[config.mk]
export PLATFORM = sky130hd
export DESIGN_NAME = mmbi_top
export DESIGN_NICKNAME = d
export VERILOG_FILES = /design/src/include/mmbi_pkg.sv /design/src/core/mmbi_top.sv
export SDC_FILE = /design/constraint.sdc
export NUM_CORES = 1
export LEC_CHECK = 0
export BUFFER_PORTS_ARGS = -buffer_cell sky130_fd_sc_hd__buf_4
export CORE_AREA = 8 8 228 230
export CTS_BUF_LIST = sky130_fd_sc_hd__clkbuf_4 sky130_fd_sc_hd__clkbuf_8 sky130_fd_sc_hd__clkbuf_16
export DETAILED_ROUTE_END_ITERATION = 16
export DIE_AREA = 0 0 236 238
export PLACE_DENSITY = 0.43
export SYNTH_ARGS = -nofsm -noshare
export SYNTH_HDL_FRONTEND = slang
export SYNTH_SLANG_ARGS = --single-unit
[constraint.sdc]
create_clock -name i_clk_sys -period 10.6 [get_ports i_clk_sys]
set_clock_uncertainty 0.1 [all_clocks]
set_input_delay 1.59 -clock i_clk_sys [delete_from_list [all_inputs] [get_ports i_clk_sys]]
set_output_delay 1.59 -clock i_clk_sys [all_outputs]
set_load 0.005 [all_outputs]
[src/include/mmbi_pkg.sv]
// Constants and types for the multiplexed memory bus interface
package mmbi_pkg;
    localparam int          MMBI_GROUPS     = 4;
    localparam int          MMBI_BANKS      = 4;
    localparam int          MMBI_BUS_W      = 32;
    localparam int          MMBI_IO_W       = 8;
    localparam int          MMBI_TW         = 4;
    localparam int          MMBI_ALT_BIT    = 8;
    localparam logic [7:0]  MMBI_OUT_RST    = 8'hFF;
    localparam logic [3:0]  MMBI_T_MIN      = 4'h1;

    typedef enum logic [2:0] {
        ST_IDLE,
        ST_ROW,
        ST_COL,
        ST_DATA,
        ST_END,
        ST_PRE
    } mmbi_state_type;
endpackage : mmbi_pkg

[src/core/mmbi_top.sv]
// Memory bus interface: strobe sequencer, bus multiplexer, alternate pins
`timescale 1ns/1ps
`default_nettype none
module mmbi_top
    import mmbi_pkg::*;
(
    input  wire logic        i_clk_sys,
    input  wire logic        i_rstn,
    input  wire logic        i_osc_edge,
    output logic             o_cpu_clk_en,
    output logic             o_quarter_en,
    output logic             o_core_reset,
    input  wire logic        i_powerup_rst_low,
    input  wire logic        i_req,
    input  wire logic        i_req_write,
    input  wire logic        i_req_core,
    input  wire logic        i_req_video,
    input  wire logic [31:0] i_req_addr,
    input  wire logic [31:0] i_req_wdata,
    output logic             o_req_ready,
    output logic             o_done,
    output logic             o_cancel,
    output logic             o_fault_trap,
    output logic [31:0]      o_rdata,
    input  wire logic        i_single_bank_mode,
    input  wire logic        i_fault_pin_sel,
    input  wire logic        i_input_pin_sel,
    input  wire logic        i_read_en_cfg,
    input  wire logic [3:0]  i_early_at_col,
    input  wire logic [3:0]  i_late_after,
    input  wire logic [3:0]  i_page_mode,
    input  wire logic [15:0] i_t_row,
    input  wire logic [15:0] i_t_col,
    input  wire logic [15:0] i_t_data,
    input  wire logic        i_out_we,
    input  wire logic [7:0]  i_out_wdata,
    output logic [7:0]       o_out_bits,
    output logic [7:0]       o_in_bits,
    input  wire logic [7:0]  i_in_n,
    input  wire logic        i_memory_fault_in_n,
    input  wire logic        i_ext_rstn,
    input  wire logic [31:0] i_ad,
    output logic [31:0]      o_ad,
    output logic [31:0]      o_ad_oe,
    output logic             o_row_n,
    output logic             o_row,
    output logic             o_col_n,
    output logic             o_col,
    output logic [3:0]       o_group_select_strobes_n,
    output logic [3:0]       o_bank_column_strobes_n,
    output logic             o_read_en_n,
    output logic             o_early_write_strobe_n,
    output logic             o_late_write_strobe_n,
    output logic             o_data_output_strobe_n,
    output logic             o_video_special_function
);
    // ----------------------------------------------------------------
    // Reset release and clock enables
    // ----------------------------------------------------------------
    logic [1:0] rst_sync_reg;
    logic       rstn;
    logic [1:0] div_reg;
    logic       alt_mode_reg;
    logic       alt_rst_reg;
    logic [2:0] ext_rst_reg;
    logic       pin_rst_reg;

    always_ff @(posedge i_clk_sys or negedge i_rstn) begin
        if (!i_rstn) begin
            rst_sync_reg <= 2'h0;
        end else begin
            rst_sync_reg <= {rst_sync_reg[0], 1'b1};
        end
    end
    assign rstn = rst_sync_reg[1];

    // Two cpu enables per oscillator period, four quarter steps
    always_ff @(posedge i_clk_sys or negedge rstn) begin
        if (!rstn) begin
            div_reg <= 2'h0;
        end else if (i_osc_edge) begin
            div_reg <= 2'h0;
        end else begin
            div_reg <= div_reg + 2'h1;
        end
    end
    assign o_quarter_en = 1'b1;
    assign o_cpu_clk_en = div_reg[0];

    // Strap captured after release: alternate reset source
    always_ff @(posedge i_clk_sys or negedge rstn) begin
        if (!rstn) begin
            alt_mode_reg <= 1'b0;
            ext_rst_reg  <= 3'h7;
            pin_rst_reg  <= 1'b0;
        end else begin
            if (!pin_rst_reg) begin
                alt_mode_reg <= !i_powerup_rst_low;
                pin_rst_reg  <= 1'b1;
            end
            ext_rst_reg <= {ext_rst_reg[1:0], i_ext_rstn};
        end
    end

    // ----------------------------------------------------------------
    // Pin synchronisers
    // ----------------------------------------------------------------
    logic [7:0] in_s1_reg, in_s2_reg, in_s3_reg;
    logic [2:0] flt_reg;
    logic [31:0] ad_s1_reg, ad_s2_reg, ad_s3_reg;

    always_ff @(posedge i_clk_sys or negedge rstn) begin
        if (!rstn) begin
            in_s1_reg <= 8'hFF;
            in_s2_reg <= 8'hFF;
            in_s3_reg <= 8'hFF;
            flt_reg   <= 3'h7;
            ad_s1_reg <= 32'h0;
            ad_s2_reg <= 32'h0;
            ad_s3_reg <= 32'h0;
        end else begin
            in_s1_reg <= i_in_n;
            in_s2_reg <= in_s1_reg;
            in_s3_reg <= in_s2_reg;
            flt_reg   <= {flt_reg[1:0], i_memory_fault_in_n};
            ad_s1_reg <= i_ad;
            ad_s2_reg <= ad_s1_reg;
            ad_s3_reg <= ad_s2_reg;
        end
    end

    // ----------------------------------------------------------------
    // Bus cycle sequencer
    // ----------------------------------------------------------------
    mmbi_state_type state_reg, state_next;
    logic [3:0]  cnt_reg;
    logic [1:0]  grp_reg;
    logic [1:0]  bank_reg;
    logic        wr_reg, core_reg, vid_reg;
    logic [31:0] addr_reg, wdata_reg;
    logic [15:0] open_row_reg;
    logic        row_open_reg;
    logic        fault_reg;
    logic [1:0]  req_grp;
    logic        page_hit;
    logic        tick_done;
    logic [3:0]  t_sel;
    logic        pin_fault, ad_fault;
    logic        row_act, col_act;

    assign req_grp   = i_req_addr[31:30];
    assign page_hit  = row_open_reg && i_page_mode[req_grp]
                       && (grp_reg == req_grp)
                       && (open_row_reg == i_req_addr[29:14]);
    assign t_sel     = (state_reg == ST_ROW) ? i_t_row[grp_reg*4 +: 4] :
                       (state_reg == ST_COL) ? i_t_col[grp_reg*4 +: 4] :
                       i_t_data[grp_reg*4 +: 4];
    assign tick_done = (cnt_reg >= t_sel) || (t_sel < MMBI_T_MIN);
    assign pin_fault = i_fault_pin_sel && !flt_reg[2] && !flt_reg[1];
    assign ad_fault  = !i_fault_pin_sel && !ad_s3_reg[MMBI_ALT_BIT]
                       && !ad_s2_reg[MMBI_ALT_BIT];
    assign o_req_ready = (state_reg == ST_IDLE);

    always_comb begin
        state_next = state_reg;
        case (state_reg)
            ST_IDLE: begin
                if (i_req) begin
                    state_next = page_hit ? ST_COL : ST_PRE;
                end
            end
            ST_PRE:  if (tick_done) state_next = ST_ROW;
            ST_ROW: begin
                if (fault_reg) begin
                    state_next = ST_IDLE;
                end else if (tick_done) begin
                    state_next = ST_COL;
                end
            end
            ST_COL:  if (tick_done) state_next = ST_DATA;
            ST_DATA: if (tick_done) state_next = ST_END;
            ST_END:  state_next = ST_IDLE;
            default: state_next = ST_IDLE;
        endcase
    end

    always_ff @(posedge i_clk_sys or negedge rstn) begin
        if (!rstn) begin
            state_reg    <= ST_IDLE;
            cnt_reg      <= 4'h0;
            grp_reg      <= 2'h0;
            bank_reg     <= 2'h0;
            wr_reg       <= 1'b0;
            core_reg     <= 1'b0;
            vid_reg      <= 1'b0;
            addr_reg     <= 32'h0;
            wdata_reg    <= 32'h0;
            open_row_reg <= 16'h0;
            row_open_reg <= 1'b0;
            fault_reg    <= 1'b0;
        end else begin
            state_reg <= state_next;
            cnt_reg   <= (state_next != state_reg) ? 4'h0 : cnt_reg + 4'h1;
            if (state_reg == ST_IDLE && i_req) begin
                grp_reg   <= req_grp;
                bank_reg  <= i_req_addr[13:12];
                wr_reg    <= i_req_write;
                core_reg  <= i_req_core;
                vid_reg   <= i_req_video;
                addr_reg  <= i_req_addr;
                wdata_reg <= i_req_wdata;
                fault_reg <= 1'b0;
                if (!page_hit) begin
                    row_open_reg <= 1'b0;
                end
            end
            if (state_reg == ST_PRE && pin_fault) begin
                fault_reg <= 1'b1;
            end
            if (state_reg == ST_PRE && tick_done) begin
                fault_reg    <= fault_reg || pin_fault || ad_fault;
                open_row_reg <= addr_reg[29:14];
                row_open_reg <= 1'b1;
            end
            if (state_reg == ST_ROW && fault_reg) begin
                row_open_reg <= 1'b0;
            end
        end
    end

    // ----------------------------------------------------------------
    // Bus results and bit I/O
    // ----------------------------------------------------------------
    logic [7:0] out_reg, in_reg;
    logic       done_reg, cancel_reg;
    logic [31:0] rdata_reg;
    logic       in_sample;
    logic [2:0] win_reg;

    assign in_sample = row_act && !col_act && (o_ad_oe == 32'h0);
    always_ff @(posedge i_clk_sys or negedge rstn) begin
        if (!rstn) begin
            out_reg     <= MMBI_OUT_RST;
            in_reg      <= 8'h0;
            done_reg    <= 1'b0;
            cancel_reg  <= 1'b0;
            rdata_reg   <= 32'h0;
            alt_rst_reg <= 1'b0;
            win_reg     <= 3'h0;
        end else begin
            if (i_out_we) begin
                out_reg <= i_out_wdata;
            end
            win_reg <= {win_reg[1:0], in_sample};
            if (i_input_pin_sel) begin
                if (in_s3_reg == in_s2_reg) begin
                    in_reg <= ~in_s3_reg;
                end
            end else if (win_reg[2] && win_reg[1]
                         && (ad_s3_reg[7:0] == ad_s2_reg[7:0])) begin
                in_reg <= ad_s3_reg[7:0];
            end
            alt_rst_reg <= alt_mode_reg && win_reg[2] && win_reg[1]
                           && !ad_s3_reg[MMBI_ALT_BIT]
                           && !ad_s2_reg[MMBI_ALT_BIT];
            done_reg   <= (state_reg == ST_END);
            cancel_reg <= (state_reg == ST_ROW) && fault_reg;
            if (state_reg == ST_DATA && tick_done && !wr_reg) begin
                rdata_reg <= ad_s3_reg;
            end
        end
    end

    // Whole device restart from pin or alternate source
    assign o_core_reset = !rst_sync_reg[1] || alt_rst_reg
                          || (!alt_mode_reg && !ext_rst_reg[2]
                              && !ext_rst_reg[1]);
    assign o_out_bits   = out_reg;
    assign o_in_bits    = in_reg;
    assign o_done       = done_reg;
    assign o_cancel     = cancel_reg;
    assign o_fault_trap = cancel_reg;
    assign o_rdata      = rdata_reg;

    // ----------------------------------------------------------------
    // Strobes and bus drive
    // ----------------------------------------------------------------
    logic       active;
    logic       col_phase_hit;
    logic [3:0] grp_dec, bank_dec;

    assign active   = (state_reg != ST_IDLE);
    assign row_act  = row_open_reg && (state_reg != ST_PRE);
    assign col_act  = (state_reg == ST_COL) || (state_reg == ST_DATA);
    assign grp_dec  = 4'h1 << grp_reg;
    assign bank_dec = 4'h1 << bank_reg;
    assign col_phase_hit = (state_reg == ST_DATA);

    always_comb begin
        o_row_n = !row_act;
        o_row   = row_act;
        o_col_n = !col_act;
        o_col   = col_act;
        o_group_select_strobes_n = i_single_bank_mode
            ? ~(grp_dec & {4{row_act}})
            : ~(grp_dec & {4{active}});
        o_bank_column_strobes_n = ~(bank_dec & {4{col_act}});
        o_read_en_n = !(i_read_en_cfg && active && !wr_reg
                        && col_phase_hit);
        o_early_write_strobe_n = !(wr_reg && (i_early_at_col[grp_reg]
                                 ? col_act : active));
        o_data_output_strobe_n = !(wr_reg && col_phase_hit);
        o_late_write_strobe_n  = !((wr_reg || vid_reg) && col_phase_hit
                                 && (!i_late_after[grp_reg]
                                     || cnt_reg != 4'h0));
        o_video_special_function = core_reg && vid_reg
                                   && (row_act || col_act);
        // Bus shares address, data and bit outputs
        if (!row_act) begin
            o_ad    = {24'h0, out_reg};
            o_ad_oe = {24'h0, 8'hFF};
        end else if (state_reg == ST_ROW) begin
            o_ad    = addr_reg;
            o_ad_oe = 32'hFFFFFFFF;
        end else if (state_reg == ST_COL) begin
            o_ad    = {18'h0, addr_reg[13:0]};
            o_ad_oe = 32'hFFFFFFFF;
        end else if (wr_reg && col_phase_hit) begin
            o_ad    = wdata_reg;
            o_ad_oe = 32'hFFFFFFFF;
        end else begin
            o_ad    = 32'h0;
            o_ad_oe = 32'h0;
        end
    end
endmodule // mmbi_top
`default_nettype wire

# After elaboration in Yosys (flattened, before gate mapping)

Cells that the tools add are included.
W data, S select, Z words.

Output and inout port bits: 136
Logic and storage cells: 169
Register bits: 282
Memory bits (writable): 0
Bits in read-only memories: 0
Memories kept: 0
Bits in latches: 0

Order comparisons: 4
Shift operators: 5
Bitwise gates (word level): 7
Reduce and logical (&&, ||, !) cells: 69
Muxes and demuxes: 38
Add/subtract/negate cells: 2
Multiply operators: 0
Divide/modulo/power cells: 0
Equality and inequality tests: 13

Operators by type and width:

| kind                  | number |
|---|---|
| $mux W32              | 8 |
| $shiftx A16 B5 Y4     | 3 |
| $logic_and A1 B1 Y1   | 33 |
| $logic_not A32 Y1     | 1 |
| $mux W8               | 3 |
| $mux W3               | 7 |
| $logic_not A1 Y1      | 18 |
| $eq A16 B16 Y1        | 1 |
| $eq A8 B8 Y1          | 2 |
| $mux W4               | 4 |
| $pmux W3 S5           | 1 |
| $and A4 B4 Y4         | 3 |
| $not A4 Y4            | 3 |
| $mux W1               | 11 |
| $logic_or A1 B1 Y1    | 9 |
| $reduce_bool A3 Y1    | 3 |
| $not A8 Y8            | 1 |
| $shl A1 B2 Y4 const A | 2 |
| $bmux W1 S2           | 3 |
| $eq A3 B2 Y1 const B  | 2 |
| $eq A3 B3 Y1 const B  | 2 |
| $lt A2 B3 Y1 const B  | 2 |
| $add A4 B1 Y4 const B | 1 |
| $ge A4 B4 Y1          | 1 |
| other kinds (13)      | 14 |

# Logic depth before layout (Yosys ltp)

Gate-level depths: netlist of run 1.

Depth after elaboration: 10
Mapped depth: 17
Mapped depth without buffers: 12

# Worst setup path before layout of run 1

Ideal clock, no wire load.

Path type: flip-flop to output port
Start: reg rst_sync_reg[1]
End: out o_core_reset
Stages on the path, launching flop included: 2
Slack: 1503 ps
Arrival time: 7407 ps
Path through: dfrtp_1 o311ai_0

Longest elaborated chain between the ends: 3

Ends and longest elaborated chain:

| what                     | line            | text |
|---|---|---|
| start: declaration       | mmbi_top.sv:60  | `logic [1:0] rst_sync_reg;` |
| start signal: assignment | mmbi_top.sv:72  | `rst_sync_reg <= {rst_sync_reg[0], 1'b1};` |
| $logic_not A1 Y1         | mmbi_top.sv:275 | `assign o_core_reset = !rst_sync_reg[1] \|\| alt_rst_reg` |
| $logic_or A1 B1 Y1       | mmbi_top.sv:275 |  |
| $logic_or A1 B1 Y1       | mmbi_top.sv:276 | `\|\| (!alt_mode_reg && !ext_rst_reg[2]` |
| end: declaration         | mmbi_top.sv:12  | `output logic o_core_reset,` |

Every way passes these cells.

# Worst setup path after layout of run 1

Start: reg state_reg[0]
End: out o_group_select_strobes_n[0]

Longest elaborated chain between the ends: 5

Ends and longest elaborated chain:

| what                     | line            | text |
|---|---|---|
| start: declaration       | mmbi_top.sv:135 | `mmbi_state_type state_reg, state_next;` |
| start signal: assignment | mmbi_top.sv:202 | `state_reg <= state_next;` |
| $ne A3 B3 Y1             | mmbi_top.sv:293 | `assign row_act = row_open_reg && (state_reg != ST_PRE);` |
| $logic_and A1 B1 Y1      | mmbi_top.sv:293 |  |
| $and A4 B4 Y4            | mmbi_top.sv:305 | `? ~(grp_dec & {4{row_act}})` |
| $not A4 Y4               | mmbi_top.sv:305 |  |
| $mux W4 (*)              | mmbi_top.sv:305 |  |
| end: declaration         | mmbi_top.sv:49  | `output logic [3:0] o_group_select_strobes_n,` |

Every way passes the cells marked *; elsewhere a longest branch is shown, timed or not.

==> flow_metrics.env, run 1 <==
export IMPL_gp_congestion=0.755
export IMPL_routedWlPerCell_um=18.7
export IMPL_switching_share_pct=32.5
export IMPL_cts_htree_levels=2
export IMPL_antenna_found_initial=6
export IMPL_setup_violations=0
export IMPL_cts_setup_buffers=0
export IMPL_grt_pass1_wl_mm=52.5
export IMPL_drc=0
export IMPL_cp_end_kind="output pin"
export IMPL_yosys_register_bits=277
export IMPL_clk_pin_slew_ps=60
export IMPL_ys_types=57
export IMPL_ioPinCount=323
export IMPL_synth_top_cells_by_area="dfrtp_1 (54%), dfstp_2 (9.1%), nand2_1 (7.3%)"
export IMPL_worst_ir_drop_vdd_v=0.0000973
export IMPL_drt_pass1_iterations=4
export IMPL_drt_initial_drc_count=319
export IMPL_maxCapViolCount=0
export IMPL_p_total_mw=3.82
export IMPL_tns_ps=0
export IMPL_grt_usage_pct=12.1
export IMPL_reg2reg_from="state_reg[2]$_DFF_PN0_"
export IMPL_r2r_slack_ps=6190
export IMPL_area_growth_pct=36.2
export IMPL_synthTopCellsByCount="dfrtp_1 (239), nand2_1 (215), nor2_1 (56)"
export IMPL_clockBufferDepth=3
export IMPL_std_cell_rows=81
export IMPL_avgSynthCellArea_um2=12.4
export IMPL_worstSetupStartpointType="flop"
export IMPL_power_frac_comb_pct=30.2
export IMPL_grt_pass1_vias=8228
export IMPL_worstSkewPairLatency_ps=540
export IMPL_post_route_period_util_pct=49.6
export IMPL_slew_headroom_pct=35.0
export IMPL_ys_seq_area_share_pct=63.3
export IMPL_numClockSinks=277
export IMPL_dpl_hpwl_mm=24.8
export IMPL_clock_power_share_pct=30.5
export IMPL_die_w_um=236
export IMPL_seqPwrFrac_pct=39.3
export IMPL_ys_flop_type="dfrtp_1"
export IMPL_synth_area_leader_cell="dfrtp_1"
export IMPL_cts_resized=0
export IMPL_max_freq_ghz=0.190
export IMPL_timing_worst_slew_pin_value_ps=975
export IMPL_grt_max_degree=177
export IMPL_initial_utilization_pct=22.8
export IMPL_layout_drive_gt1_share_pct=41.8
export IMPL_cts_root_buffer="clkbuf_16"
export IMPL_p_int_mw=2.58
export IMPL_slew_violations=0
export IMPL_vias=7546
export IMPL_yosysMostFrequentCell="dfrtp_1"
export IMPL_dieArea_um2=56200
export IMPL_yosys_area_top_type_share_pct=54.3
export IMPL_power_density_nw_per_um2=255
export IMPL_gr_total_overflow=0
export IMPL_crit_type="reg2out"
export IMPL_synth_edf_count=0
export IMPL_core_area_um2=48300
export IMPL_cts_tree="yes"
export IMPL_final_hold_viol_count=0
export IMPL_fin_crit_ps=5260
export IMPL_rr_worst_depth=14
export IMPL_hold_buffers=0
export IMPL_p_leak_nw=7.31
export IMPL_hp_class="reg2async"
export IMPL_r2r_end="o_rdata[31]$_DFFE_PN0P_"
export IMPL_viasPerCell=4.11
export IMPL_required_ps=8910
export IMPL_syn_cell_area_um2=11000
export IMPL_outcome="finished, final reports clean"
export IMPL_io_buffers=321
export IMPL_ant_nets=0
export IMPL_grt_setup_unrepaired="false"
export IMPL_cts_made_buffers=35
export IMPL_ys_async_sr_fraction_pct=100
export IMPL_nets=1379
export IMPL_power_switching_mw=1.24
export IMPL_arrival_ps=3570
export IMPL_synth_cells=890
export IMPL_die_y_um=238
export IMPL_ys_warn_count=0
export IMPL_totalWireLength_mm=34.3
export IMPL_cp_max_fo=36
-- cell type report --
class	count	area [µm²]
tap	622	778
clock inverter	9	90.1
fill	4945	33300
multi-input combinational	522	3530
antenna	2	5.00
clock buffer	54	1060
sequential	277	6980
inverter	18	67.6
timing repair buffer	332	2500
-- stage by stage --
stage	setup WS, ps	hold slack [ps]	std cells	area, µm²	utilization [%]
2_1_floorplan	1500	231	892	11000	-
3_3_place_gp	5430	232	1771	13900	28.7
3_5_place_dp	5450	235	1771	13900	28.7
4_1_cts	5140	246	1834	15000	31.0
5_1_grt	4950	250	1834	15000	31.0
6_report	5340	223	1836	15000	31.1
-- layer usage --
metal  wire (µm)  GRT usage (%)  up-vias
met5          58              0        -
met4         734           3.71        8
met3        2930           4.88       58
met2       15300           18.6      245
met1       15300           15.5     3694
li1            -              -     3541
-- worst max-delay path, stage by stage (launching register included) --
cell and delay, ps:
dfrtp_1 650, nor2b_1 290, nand2_1 180, nand2_2 720, inv_1 470, a21oi_1 440
nor2_1 100, nand2_1 80, buf_4 100
-- cells in the final DEF (no fill, tap or decap), types with 3 or more instances in the layout --
master     Yosys  final
dfrtp_1      239    238
inv_1         17     17
ha_1           6      6
dfstp_2       38     38
or3_1          3      3
clkinv_4       0      3
nor4_1         5      5
nand2b_1       4      3
conb_1         1      3
nand2_1      215    213
nor2b_1        3      3
mux2_1        18     18
nand3_1       10     10
clkbuf_4       0     13
mux2i_1       11     11
o21ai_0        6      6
a22oi_1       24     24
xor2_1        17     17
xnor2_1       18     18
mux4_1         3      3
mux4_2        11     11
a21oi_1       12     11
clkbuf_8       0      6
buf_4         33    331
a221oi_1       8      8
mux2_2        18     18
mux2_4        30     30
clkbuf_16      0     35
nor3_1         7      7
nor2_1        56     55
clkinv_2       0      3
nand4_1        5      5
-- worst max path at each step --
stage	from	endpoint	cells past startpoint
finish	state_reg[0]$_DFF_PN0_	o_group_select_strobes_n[0]	8
global placement	i_t_col[4]	o_rdata[0]$_DFFE_PN0P_	12
CTS	state_reg[0]$_DFF_PN0_	o_group_select_strobes_n[0]	8
detailed placement	i_t_col[4]	o_rdata[0]$_DFFE_PN0P_	12
global route	state_reg[0]$_DFF_PN0_	o_group_select_strobes_n[0]	8
floorplan	rst_sync_reg[1]$_DFF_PN0_	o_core_reset	1
-- power by group through the flow --
stage	clock network (mW)	registers, mW	logic, mW
final	1.17	1.50	1.16
after detailed placement	0	1.52	1.19
after global placement	0	1.51	1.18
after CTS	1.22	1.50	1.19
after global routing	1.27	1.54	1.29
after floorplan	0	1.47	0.731
-- cell families (layout without fill, tap and decap cells) --
family	count (synthesis)	count (layout)	share of synthesized area [%]
flip-flops	277	277	63.3
buffers and inverters	93	413	4.90
multiplexers	91	91	11.7
AO/OA/AOI/OAI	66	66	4.50
AND/OR/NAND/NOR	321	321	12.1
XOR/XNOR	35	35	2.78
adder cells (fa/ha/maj)	6	6	0.681
other	1	5	0.0340
(Power assumes the default switching activity.)
==> run 2: changes to the inputs <==
==> constraint.sdc (replaced) <==
create_clock -name i_clk_sys -period 5.4 [get_ports i_clk_sys]
set_clock_uncertainty 0.1 [all_clocks]
set_input_delay 0.81 -clock i_clk_sys [delete_from_list [all_inputs] [get_ports i_clk_sys]]
set_output_delay 0.81 -clock i_clk_sys [all_outputs]
set_load 0.005 [all_outputs]
==> run 2 against run 1 <==
Via count is 0.41% lower. Cell area is 0.46% higher. Largest cell class unchanged. Clock power is 100% higher.
==> flow_metrics.env, run 2 (same netlist as run 1, synthesis figures left out) <==
export IMPL_grt_usage_pct=12.0
export IMPL_clk_pin_slew_ps=50
export IMPL_required_ps=5710
export IMPL_grt_max_degree=169
export IMPL_p_int_mw=5.17
export IMPL_cts_resized=0
export IMPL_power_frac_comb_pct=29.9
export IMPL_switching_share_pct=31.8
export IMPL_core_area_um2=48300
export IMPL_gp_congestion=0.767
export IMPL_whs_ps=69.6
export IMPL_nets=1384
export IMPL_slew_headroom_pct=34.9
export IMPL_maxCapViolCount=0
export IMPL_multi_input_area_um2=3520
export IMPL_drt_pass1_iterations=6
export IMPL_crit_type="reg2reg"
export IMPL_worstSkewPairLatency_ps=520
export IMPL_worst_ir_drop_vdd_v=0.000197
export IMPL_arrival_ps=4700
export IMPL_die_w_um=236
export IMPL_ioPinCount=323
export IMPL_regArea_um2=6980
export IMPL_std_cell_rows=81
export IMPL_slew_violations=0
export IMPL_io_buffers=321
export IMPL_dpl_instance_area_um2=13900
export IMPL_power_switching_mw=2.41
export IMPL_seqPwrFrac_pct=39.0
export IMPL_power_density_nw_per_um2=502
export IMPL_max_freq_ghz=0.228
export IMPL_dpl_hpwl_mm=25.1
export IMPL_cts_made_buffers=35
export IMPL_met3WireLength_mm=2.68
export IMPL_numClockSinks=277
export IMPL_final_cell_mix="buf_4 (335), dfrtp_1 (238), nand2_1 (214)"
export IMPL_dieArea_um2=56200
export IMPL_outcome="finished, final reports clean"
export IMPL_vias=7515
export IMPL_met2_length_mm=15.6
export IMPL_top_layer="met5"
export IMPL_clock_power_share_pct=31.1
export IMPL_p_leak_nw=7.35
export IMPL_tns_ps=0
export IMPL_worstSetupStartpointType="flop"
export IMPL_grt_pass1_vias=8277
export IMPL_post_route_period_util_pct=81.2
export IMPL_utilization_pct=31.2
export IMPL_setup_violations=0
export IMPL_cp_end_kind="flop"
export IMPL_die_y_um=238
export IMPL_routedWlPerCell_um=18.7
export IMPL_grt_setup_unrepaired="false"
export IMPL_timing_worst_slew_pin_value_ps=977
export IMPL_antenna_found_initial=4
export IMPL_layout_drive_gt1_share_pct=41.9
export IMPL_grt_pass1_wl_mm=52.3
export IMPL_gr_total_overflow=0
export IMPL_cp_max_fo=14
export IMPL_reg2reg_from="grp_reg[0]$_DFFE_PN0P_"
export IMPL_fillers=4960
export IMPL_initial_utilization_pct=22.8
export IMPL_drc=0
export IMPL_cts_htree_levels=2
export IMPL_totalWireLength_mm=34.4
export IMPL_viasPerCell=4.08
export IMPL_cts_tree="yes"
export IMPL_cts_root_buffer="clkbuf_16"
export IMPL_hp_class="reg2async"
export IMPL_clockBufferDepth=3
export IMPL_final_common_cell="buf_4"
export IMPL_startpoint="grp_reg[0]$_DFFE_PN0P_"
export IMPL_final_hold_viol_count=0
export IMPL_fin_crit_ps=4390
export IMPL_drt_initial_drc_count=461
export IMPL_drt_met1_wl_mm=15.4
export IMPL_ant_nets=0
export IMPL_final_cell_area_um2=15100
export IMPL_area_growth_pct=36.8
## run 2: cell type report
type                            count  share of cell area [%]
Clock inverter                      8                   0.772
Tap cell                          622                    5.16
Timing Repair Buffer              337                    16.9
Multi-Input combinational cell    522                    23.4
Inverter                           18                   0.448
Antenna cell                        1                  0.0166
Sequential cell                   277                    46.3
Clock buffer                       55                    7.05
## run 2: final timing paths
| kind | slack, ps | cells after the start | end |
|---|---|---|---|
| setup / recovery | 1010 | 13 | o_rdata[23]$_DFFE_PN0P_ |
| hold reg to reg | 70 | 0 | div_reg[0]$_DFF_PN0_ |
| min in group i_clk_sys | 240 | 0 | ad_s2_reg[22]$_DFF_PN0_ |
| max in group asynchronous | 3540 | 2 | addr_reg[16]$_DFFE_PN0P_ |
| hold / removal | 70 | 0 | div_reg[0]$_DFF_PN0_ |
| setup reg to reg | 1010 | 13 | o_rdata[23]$_DFFE_PN0P_ |
## run 2: per-layer routing
metal / vias to the layer above / GRT usage, %
met5: - / 0
met3: 50 / 4.71
met4: 6 / 3.50
met2: 225 / 18.9
met1: 3701 / 15.3
li1: 3533 / -
## run 2: timing repair
action,in CTS,in global routing
buffers inserted,0,0
hold endpoints to repair,2,0
hold buffers,1,0
## run 2: critical path, stage by stage, from the launching register on
cell and delay, ps:
dfrtp_1 640, buf_4 320, mux4_2 550, mux2i_1 150, a21oi_1 90, ha_1 270, nand2b_1 140, a21o_1 170
a21o_1 190, a221oi_4 210, buf_4 210, nand2b_2 500, buf_4 370, mux2_4 320
## run 2: power by group through the flow
stage	Sequential (mW)	Clock [mW]	Combinational, mW
4_1_cts	2.97	2.45	2.35
3_5_place_dp	3.00	0	2.34
5_1_grt	3.03	2.53	2.53
2_1_floorplan	2.88	0	1.43
6_report	2.96	2.35	2.27
3_3_place_gp	2.99	0	2.33
## run 2: stage by stage
stage	std cells	power, mW	setup WS [ps]
6_report	1840	7.58	1010
5_1_grt	1839	8.10	702
4_1_cts	1839	7.76	848
3_5_place_dp	1775	5.33	928
3_3_place_gp	1775	5.32	982
2_1_floorplan	892	4.32	233
==> run 3: changes to the inputs <==
--- a/config.mk
+++ b/config.mk
@@ -10,7 +10,7 @@
 export CTS_BUF_LIST = sky130_fd_sc_hd__clkbuf_4 sky130_fd_sc_hd__clkbuf_8 sky130_fd_sc_hd__clkbuf_16
 export DETAILED_ROUTE_END_ITERATION = 16
 export DIE_AREA = 0 0 236 238
-export PLACE_DENSITY = 0.43
+export PLACE_DENSITY = 0.44
 export SYNTH_ARGS = -nofsm -noshare
 export SYNTH_HDL_FRONTEND = slang
 export SYNTH_SLANG_ARGS = --single-unit
==> constraint.sdc (replaced) <==
create_clock -name i_clk_sys -period 3.85 [get_ports i_clk_sys]
set_clock_uncertainty 0.1 [all_clocks]
set_input_delay 0.5775 -clock i_clk_sys [delete_from_list [all_inputs] [get_ports i_clk_sys]]
set_output_delay 0.5775 -clock i_clk_sys [all_outputs]
set_load 0.005 [all_outputs]
==> run 3 against run 2 <==
Cell count grew 0.76%. Die area is the same. Core utilization grew 0.38 points. Register-to-register slack lost 680 ps. Via count grew 0.79%. Wire length shrank 1.7%. Largest cell class unchanged.
==> flow_metrics.env, run 3 (same netlist as run 1, synthesis figures left out) <==
export IMPL_outcome="finished, final reports clean"
export IMPL_drt_pass1_iterations=4
export IMPL_hold_start="i_ad[19]"
export IMPL_max_stage_delay_ps=550
export IMPL_area_growth_pct=38.5
export IMPL_drc=0
export IMPL_clockBufferDepth=3
export IMPL_viasPerCell=4.09
export IMPL_ioPinCount=323
export IMPL_timing_worst_slew_pin_value_ps=907
export IMPL_slew_violations=0
export IMPL_grt_usage_pct=12.0
export IMPL_final_common_cell="buf_4"
export IMPL_antenna_found_initial=5
export IMPL_fin_crit_ps=3510
export IMPL_cp_slowest_cell="mux4_2"
export IMPL_reg2reg_from="grp_reg[0]$_DFFE_PN0P_"
export IMPL_p_leak_nw=7.42
export IMPL_r2r_slack_ps=340
export IMPL_final_hold_viol_count=0
export IMPL_max_freq_ghz=0.285
export IMPL_rr_worst_depth=12
export IMPL_cts_htree_levels=2
export IMPL_cts_made_buffers=35
export IMPL_setup_violations=0
export IMPL_final_cell_mix="buf_4 (342), dfrtp_1 (238), nand2_1 (213)"
export IMPL_layout_drive_gt1_share_pct=42.4
export IMPL_io_buffers=321
export IMPL_r2r_end="o_rdata[20]$_DFFE_PN0P_"
export IMPL_totalWireLength_mm=33.8
export IMPL_arrival_ps=3830
export IMPL_path_cells="buf_4, mux4_2, mux2i_1, a21oi_1, ha_1, nand2b_1, a21o_1, a21o_1, a221oi_4, nand2b_2, buf_12, mux2_4"
export IMPL_met3_usage_pct=4.29
export IMPL_grt_pass1_vias=8370
export IMPL_cp_end_kind="flop"
export IMPL_grt_setup_unrepaired="false"
export IMPL_grt_met2_usage_pct=18.5
export IMPL_cts_tree="yes"
export IMPL_ant_nets=0
export IMPL_grt_util_met1_pct=15.6
export IMPL_post_route_period_util_pct=91.3
export IMPL_core_area_um2=48300
export IMPL_worstSkewPairLatency_ps=530
export IMPL_crit_type="reg2reg"
export IMPL_cp_max_fo=32
export IMPL_cts_root_buffer="clkbuf_16"
export IMPL_initial_utilization_pct=22.8
export IMPL_die_y_um=238
export IMPL_worst_ir_drop_vdd_v=0.000260
export IMPL_die_w_um=236
export IMPL_numClockSinks=277
export IMPL_drt_initial_drc_count=421
export IMPL_routedWlPerCell_um=18.3
export IMPL_vias=7574
export IMPL_gr_total_overflow=0
export IMPL_required_ps=4160
export IMPL_grt_max_degree=157
export IMPL_setup_ws_ps=336
export IMPL_maxCapViolCount=0
export IMPL_hp_class="in2reg"
export IMPL_worstHoldEndpoint="ad_s1_reg[19]$_DFF_PN0_"
export IMPL_whs_ps=49.6
export IMPL_cp_common_cell="a21o_1"
export IMPL_place_ws_ps=260
export IMPL_top_usage_layer="met2"
export IMPL_gp_congestion=0.753
export IMPL_slew_headroom_pct=39.5
export IMPL_std_cell_rows=81
export IMPL_worstSetupStartpointType="flop"
export IMPL_power_density_nw_per_um2=706
export IMPL_clk_pin_slew_ps=60
export IMPL_dieArea_um2=56200
export IMPL_nets=1396
export IMPL_grt_pass1_wl_mm=52.6
export IMPL_hold_path_cell_count=1
export IMPL_dpl_hpwl_mm=24.7
==> run 3: cell types whose count changed in the layout (fill, tap and decap cells not counted), sizes merged <==
cell         change
inv              -1
clkbuf           -3
diode            +3
buf             +10
clkinv           -1
clkinvlp         +4
dlygate4sd3      +2
==> run 3: worst max path at each step <==
stage / depth (start not counted) / endpoint / from / slack [ps]
6_report: 12 / o_rdata[20]$_DFFE_PN0P_ / grp_reg[0]$_DFFE_PN0P_ / 340
5_1_grt: 9 / o_ad[1] / state_reg[0]$_DFF_PN0_ / 90
4_1_cts: 9 / o_group_select_strobes_n[0] / state_reg[0]$_DFF_PN0_ / -20
3_5_place_dp: 12 / o_rdata[0]$_DFFE_PN0P_ / i_t_col[4] / 260
3_3_place_gp: 12 / o_rdata[0]$_DFFE_PN0P_ / i_t_col[4] / 250
2_1_floorplan: 17 / o_rdata[10]$_DFFE_PN0P_ / state_reg[2]$_DFF_PN0_ / 190
==> run 3: repair_timing <==
action | in CTS | in global routing
cloned | 0 | 0
resized for setup | 1 | 3
setup buffers | 0 | 1
setup endpoints to repair | 8 | 13
hold buffers | 3 | 0
hold endpoints to repair | 4 | 0
==> run 3: through the flow <==
stage	utilization (%)	area, µm²	setup TNS, ps	power, mW	std cells
after floorplan	-	11000	0	6.05	892
after global placement	28.9	14000	0	7.51	1784
after detailed placement	28.9	14000	0	7.55	1784
after CTS	31.5	15200	-172	11.0	1849
after global routing	31.6	15300	0	11.5	1851
final	31.6	15300	0	10.8	1854
==> run 3: worst max-delay path: cells and delay by family (launching register included) <==
family                     cells  cell delay (ps)
AOI/OAI and AO/OA              4              690
muxes                          3             1040
adders and majority gates      1              270
buffers and inverters          2              510
and+or+nand+nor                2              340
DFF                            1              390
==> run 3: report_power, final <==
part	switching, mW	leakage (nW)	internal [mW]
registers	0.492	3.36	3.62
logic	1.65	3.46	1.65
clock network	1.27	0.600	2.10
total	3.41	7.42	7.38
==> run 3: routing by layer <==
| metal | share of wire [%] | vias to the layer above |
|---|---|---|
| li1 | - | 3563 |
| met1 | 45 | 3730 |
| met2 | 45 | 237 |
| met3 | 7.7 | 40 |
| met4 | 1.6 | 4 |
| met5 | 0.074 | - |
==> run 3: final cells by class <==
type | instances | area (µm²)
antenna | 4 | 10.0
clock buffer | 52 | 1090
clock inverter | 10 | 134
fill | 4982 | 33100
inverter | 18 | 71.3
multi-input combinational | 522 | 3530
sequential | 277 | 6980
tap | 622 | 778
timing repair buffer | 349 | 2670
